File: src/core/mmd_consts.svh
// Purpose: Offsets, field positions, reset values and codes of the decoder.
// Assumes: 16-bit byte addresses, 8-bit data.
// Notes: Included by the decoder.
`ifndef MMD_CONSTS_SVH
`define MMD_CONSTS_SVH
`define MMD_CTRL_ADDR 16'h0FD0
`define MMD_KEY_ADDR 16'h0FD1
`define MMD_READBACK_ADDR 16'h0FD2
`define MMD_CTRL_RESET 8'h40
`define MMD_COMMIT_CODE 8'hD5
`define MMD_BOOT_BIT 7
`define MMD_BOOT_LO 16'h1000
`define MMD_BOOT_HI 16'h17FF
`define MMD_FLASH_LO 16'h8000
`define MMD_FLASH_HI 16'hFFFF
`define MMD_SFR1_LO 16'h0000
`define MMD_SFR1_HI 16'h003F
`define MMD_SFR2_LO 16'h0F00
`define MMD_SFR2_HI 16'h0FFF
`define MMD_SFR3_LO 16'h0E40
`define MMD_SFR3_HI 16'h0EFF
`define MMD_RAM_LO 16'h0040
`define MMD_RAM_HI 16'h083F
`define MMD_UNMAPPED_DATA 8'hFF
`define MMD_SWI_OPCODE 8'hFF
`endif

File: src/core/mmd_pkg.sv
// Purpose: Types shared by the memory map decoder.
// Assumes: Constants come from mmd_consts.svh.
// Notes: Holds the target selection enumeration.
package mmd_pkg;
   typedef enum logic [2:0] {
      MMD_TGT_NONE,
      MMD_TGT_FLASH,
      MMD_TGT_RAM,
      MMD_TGT_SFR,
      MMD_TGT_BOOT,
      MMD_TGT_MAPREG,
      MMD_TGT_FILL
   } mmd_target_t;
endpackage : mmd_pkg

File: src/core/mmd_decoder.sv
// Purpose: Code and data area decoder with committed boot ROM mapping.
// Assumes: Bus signals come from the CPU on the same clock.
// Notes: The map control register is double buffered behind a key.
`timescale 1ns/1ps
`include "mmd_consts.svh"

module mmd_decoder import mmd_pkg::*; #(
   parameter bit FLASH_COVERS_BOOT = 1'b0
) (
   // Clock, reset and enable.
   input wire logic clk,
   input wire logic sys_rst,
   input wire logic clk_en,
   // Instruction fetch side.
   input wire logic [15:0] fetch_addr,
   output mmd_target_t fetch_target,
   output logic fetch_use_swi,
   output logic [7:0] swi_opcode,
   // Data side.
   input wire logic [15:0] data_addr,
   input wire logic data_wr,
   input wire logic data_rd,
   input wire logic [7:0] data_wdata,
   output mmd_target_t data_target,
   output logic [7:0] map_rdata,
   // Mode and status.
   input wire logic serial_prog_mode,
   output logic [7:0] committed_map_readback,
   output logic boot_rom_mapped
);
   logic [7:0] ctrl_reg;
   logic [7:0] ctrl_next;
   logic [7:0] commit_reg;
   logic [7:0] commit_next;
   logic [7:0] rdata_reg;
   logic [7:0] rdata_next;
   logic boot_map;
   logic fetch_in_boot;
   logic data_in_boot;
   logic fetch_in_flash;
   logic data_in_flash;
   logic data_in_sfr1;
   logic data_in_sfr2;
   logic data_in_sfr3;
   logic data_in_ram;

   // Holding register takes writes; committed copy only on the key.
   always_comb begin
      ctrl_next = ctrl_reg;
      commit_next = commit_reg;
      if (data_wr && data_addr == `MMD_CTRL_ADDR) begin
         ctrl_next = data_wdata;
      end
      if (data_wr && data_addr == `MMD_KEY_ADDR &&
          data_wdata == `MMD_COMMIT_CODE) begin
         commit_next = ctrl_reg;
      end
   end

   // Readback: key register is write-only and reads as zero.
   always_comb begin
      rdata_next = rdata_reg;
      if (data_rd) begin
         case (data_addr)
            `MMD_CTRL_ADDR: rdata_next = ctrl_reg;
            `MMD_READBACK_ADDR: rdata_next = commit_reg;
            `MMD_KEY_ADDR: rdata_next = 8'h00;
            default: rdata_next = `MMD_UNMAPPED_DATA;
         endcase
      end
   end

   always_ff @(posedge clk) begin
      if (sys_rst) begin
         ctrl_reg <= `MMD_CTRL_RESET;
         commit_reg <= `MMD_CTRL_RESET;
         rdata_reg <= 8'h00;
      end else if (clk_en) begin
         ctrl_reg <= ctrl_next;
         commit_reg <= commit_next;
         rdata_reg <= rdata_next;
      end
   end

   assign boot_map = commit_reg[`MMD_BOOT_BIT];
   assign boot_rom_mapped = boot_map;
   assign committed_map_readback = commit_reg;
   assign map_rdata = rdata_reg;
   assign swi_opcode = `MMD_SWI_OPCODE;

   // The boot window spans exactly 2 Kbytes in every mode.
   mmd_window #(
      .LO(`MMD_BOOT_LO),
      .HI(`MMD_BOOT_HI)
   ) u_fetch_boot (
      .addr(fetch_addr),
      .hit(fetch_in_boot)
   );

   mmd_window #(
      .LO(`MMD_BOOT_LO),
      .HI(`MMD_BOOT_HI)
   ) u_data_boot (
      .addr(data_addr),
      .hit(data_in_boot)
   );

   mmd_window #(
      .LO(`MMD_FLASH_LO),
      .HI(`MMD_FLASH_HI)
   ) u_fetch_flash (
      .addr(fetch_addr),
      .hit(fetch_in_flash)
   );

   mmd_window #(
      .LO(`MMD_FLASH_LO),
      .HI(`MMD_FLASH_HI)
   ) u_data_flash (
      .addr(data_addr),
      .hit(data_in_flash)
   );

   mmd_window #(
      .LO(`MMD_SFR1_LO),
      .HI(`MMD_SFR1_HI)
   ) u_data_sfr1 (
      .addr(data_addr),
      .hit(data_in_sfr1)
   );

   mmd_window #(
      .LO(`MMD_SFR2_LO),
      .HI(`MMD_SFR2_HI)
   ) u_data_sfr2 (
      .addr(data_addr),
      .hit(data_in_sfr2)
   );

   mmd_window #(
      .LO(`MMD_SFR3_LO),
      .HI(`MMD_SFR3_HI)
   ) u_data_sfr3 (
      .addr(data_addr),
      .hit(data_in_sfr3)
   );

   mmd_window #(
      .LO(`MMD_RAM_LO),
      .HI(`MMD_RAM_HI)
   ) u_data_ram (
      .addr(data_addr),
      .hit(data_in_ram)
   );

   // Code area decode.
   always_comb begin
      fetch_target = MMD_TGT_NONE;
      fetch_use_swi = 1'b0;
      if (fetch_in_flash) begin
         fetch_target = MMD_TGT_FLASH;
      end else if (fetch_in_boot) begin
         if (boot_map || serial_prog_mode) begin
            fetch_target = MMD_TGT_BOOT;
         end else if (FLASH_COVERS_BOOT) begin
            fetch_target = MMD_TGT_FLASH;
         end else begin
            fetch_use_swi = 1'b1;
         end
      end
   end

   // Data area decode; SFR windows carry reserved holes software avoids.
   always_comb begin
      data_target = MMD_TGT_NONE;
      if (data_in_flash) begin
         data_target = MMD_TGT_FLASH;
      end else if (data_addr == `MMD_CTRL_ADDR ||
                   data_addr == `MMD_KEY_ADDR ||
                   data_addr == `MMD_READBACK_ADDR) begin
         data_target = MMD_TGT_MAPREG;
      end else if (data_in_sfr1 || data_in_sfr2 || data_in_sfr3) begin
         data_target = MMD_TGT_SFR;
      end else if (data_in_ram) begin
         data_target = MMD_TGT_RAM;
      end else if (data_in_boot) begin
         if (boot_map || serial_prog_mode) begin
            data_target = MMD_TGT_BOOT;
         end else begin
            data_target = MMD_TGT_FILL;
         end
      end
   end
endmodule : mmd_decoder

// Flags an address that falls inside one inclusive window.
module mmd_window #(
   parameter logic [15:0] LO = 16'h0000,
   parameter logic [15:0] HI = 16'hFFFF
) (
   // Address in.
   input wire logic [15:0] addr,
   // Window hit.
   output logic hit
);
   assign hit = addr >= LO && addr <= HI;
endmodule : mmd_window

File: config.mk
export PLATFORM = sky130hd
export DESIGN_NAME = mmd_decoder
export DESIGN_NICKNAME = d
export VERILOG_FILES = /design/src/core/mmd_pkg.sv /design/src/core/mmd_decoder.sv
export VERILOG_INCLUDE_DIRS = /design/src /design/src/core
export SDC_FILE = /design/constraint.sdc
export NUM_CORES = 1
export LEC_CHECK = 0
export BUFFER_PORTS_ARGS = -buffer_cell sky130_fd_sc_hd__buf_2
export CAP_MARGIN = 20
export CORE_MARGIN = 4
export CORE_UTILIZATION = 40
export DETAILED_ROUTE_END_ITERATION = 16
export PLACE_DENSITY_LB_ADDON = 0.15
export RECOVER_POWER = 100
export SYNTH_ARGS = -nofsm -noshare
export SYNTH_HDL_FRONTEND = slang
export SYNTH_SLANG_ARGS = --single-unit
File: constraint.sdc
create_clock -name clk -period 2.4 [get_ports clk]
set_clock_uncertainty 0.15 [all_clocks]
set_input_delay 0.72 -clock clk [delete_from_list [all_inputs] [get_ports clk]]
set_output_delay 0.72 -clock clk [all_outputs]
set_load 0.01 [all_outputs]
==> summary.txt <==
outcome = finished with violations
failing checks = negative setup slack
post-route antenna net violation count = 0
fin. max-slew vios = 0
# port buffers = 57
Clk pin slew, worst setup/hold paths = 140 ps
hold_sp = ctrl_reg[7]
WL/cell = 13.7 microns
clock root buffer = clkbuf_4
gp weighted congestion = 0.824
met1 Usage GRT = 24.1%
cell count after synthesis = 176
Avg Cell Area, Syn = 8.02 sq um
fin nets = 286
cell area after synthesis = 1410 sq um
# hold bufs at CTS = 0
final setup margin = -236 ps
P_leak = 0.781 nW
fillcell total = 352
DRT Wirelength = 3.89 mm
Core Footprint = 3360 sq um
worst skew pair latency = 320 ps
Tot GR Track Use = 18.3%
first-pass GRT wire length = 6.40 mm
ys async rst share = 0%
CTS Sinks = 24
VDD IR max = 0.305 mV
area share of the largest cell type after synthesis = 34.0%
P per Cell Area = 411 nW/um^2
CTS buffer count = 3
count leader, synth = nor2_1
Yosys reg bits = 24
P_sw = 0.000210 W
area of the die = 4540 sq um
Rows = 21
vias in the first global route = 1443
internal power = 0.000570 W
max_cap viols = 0
Final Cell Area = 1900 sq um
Initial Util = 42.0%
Unique masters post-synth = 37
register area share after synthesis = 34.0%
layout cell share with drive strength beyond 1 = 31.8%
GR Layer Usage met2 = 30.3%
number of remaining DRC errors = 0
CTS Buffer Depth = 2
Setup violations, final = 3
Max Fanout on Critical Path = 3
WHS = 351 ps
most common library cells after synthesis = nor2_1, dfxtp_1, o21ai_0
Initial DRC Count = 49
Tmin final = 2640 ps
Setup crit start = data_addr[12]
switching share of power = 26.9%
n_diodes = 0
CP Launch Type = input port
Die X = 67.4 microns
Hold Path Class = reg -> reg
clock tree from TritonCTS = done
Comb pwr share = 19.0%
RSZ-0062 raised after global routing = true
Post-synth top flop = dfxtp_1
I/O pin cnt = 78
die height = 67.4 microns
Area Growth Syn to Fin = 34.6%
Syn. warnings = 0
via/cell ratio = 5.08
leading area contributor after synthesis = dfxtp_1
Fmax = 0.379 GHz
EDFF count, synth = 0
critical path arrival = 1770 ps
RR Startpoint = committed_map_readback[7]
Req. time, crit path = 1530 ps
CP Capture Type = output port
Post-Place Cells = 279
drt pass-1 iters = 4
dominant cells by area after synthesis = dfxtp_1, nor2_1, buf_4, mux2i_1, o21ai_0
Final Non-Filler Cells = 285
fin crit share = 110%
Detailed Place HPWL = 3.01 mm
clock power share = 28.3%
GR Overflow Total = 0
area post-placement = 1780 sq um
setup_tns = -590 ps
vias after detailed routing = 1448
CP Class = in -> out
GR peak layer = met2
Fin. Hold Viols = 0
initial antenna violation count = 0
H-tree depth = 1
GRT met3 Usage = 4.16%
largest net degree at the start of global routing = 26
Sequential Power Share = 52.8%
## path summary, 6_finish.rpt
kind,end,slack [ps],cells past startpoint
setup / recovery,data_target[2],-240,6
hold / removal,committed_map_readback[7],350,2
setup reg to reg,map_rdata[7],1180,4
hold reg to reg,committed_map_readback[7],350,2
## logic make-up (layout without fill, tap and decap cells)
| family | count (synthesis) | after routing | synth area share, % |
|---|---|---|---|
| and+or+nand+nor | 71 | 71 | 28.6 |
| AOI/OAI and AO/OA | 43 | 43 | 18.2 |
| muxes | 10 | 10 | 7.18 |
| DFF | 24 | 24 | 34.0 |
| other | 2 | 9 | 0.532 |
| buffers and inverters | 26 | 82 | 11.4 |
## worst max-delay path, stage by stage
cell and delay (ps):
buf_8 100, nor4_4 300, nand4_1 210, a21oi_4 220
a31o_4 120, buf_6 90
## stage by stage
step / utilization, % / total power [W] / setup slack [ps]
after floorplan: - / 0.000499 / -155
after global placement: 52.9 / 0.000552 / -226
after detailed placement: 52.9 / 0.000556 / -272
after CTS: 56.0 / 0.000782 / -235
after global routing: 56.5 / 0.000815 / -293
final: 56.5 / 0.000780 / -236
## power by group through the flow
stage | Sequential [W] | Clock [W] | Combinational (W)
after floorplan | 0.000425 | 0 | 0.0000740
after global placement | 0.000420 | 0 | 0.000132
after detailed placement | 0.000420 | 0 | 0.000135
after CTS | 0.000411 | 0.000226 | 0.000144
after global routing | 0.000413 | 0.000239 | 0.000162
final | 0.000412 | 0.000220 | 0.000148
## layout by cell type, fill, tap and decap left out, drive strengths merged, types with 2 or more instances in the layout
cell type  instances
clkbuf            20
mux2i              9
dfxtp             24
nand3b             2
nor3               7
nand4              9
conb               9
nor4               2
nor2              30
a211oi             8
nand2              4
a21oi             15
o21ai             16
buf               61
nand4b             8
## per-layer routing
| layer | share of wire (%) | up-vias |
|---|---|---|
| li1 | - | 749 |
| met1 | 43 | 646 |
| met2 | 48 | 51 |
| met3 | 7.5 | 2 |
| met4 | 0.72 | 0 |
| met5 | 0 | - |
## layout make-up
| type | count | area [sq um] | share of cell area, % |
|---|---|---|---|
| Clock buffer | 4 | 36.3 | 1.91 |
| Multi-Input combinational cell | 133 | 852 | 44.9 |
| Tap cell | 46 | 57.6 | 3.03 |
| Inverter | 1 | 3.75 | 0.198 |
| Sequential cell | 24 | 480 | 25.3 |
| Timing Repair Buffer | 77 | 469 | 24.7 |
## timing repair
action / CTS / global route
buffers inserted: 2 / 0
endpoints found under the setup margin: 3 / 4
resized for setup: 11 / 6
pin swaps: 4 / 3
Power figures use the tool's default switching activity.
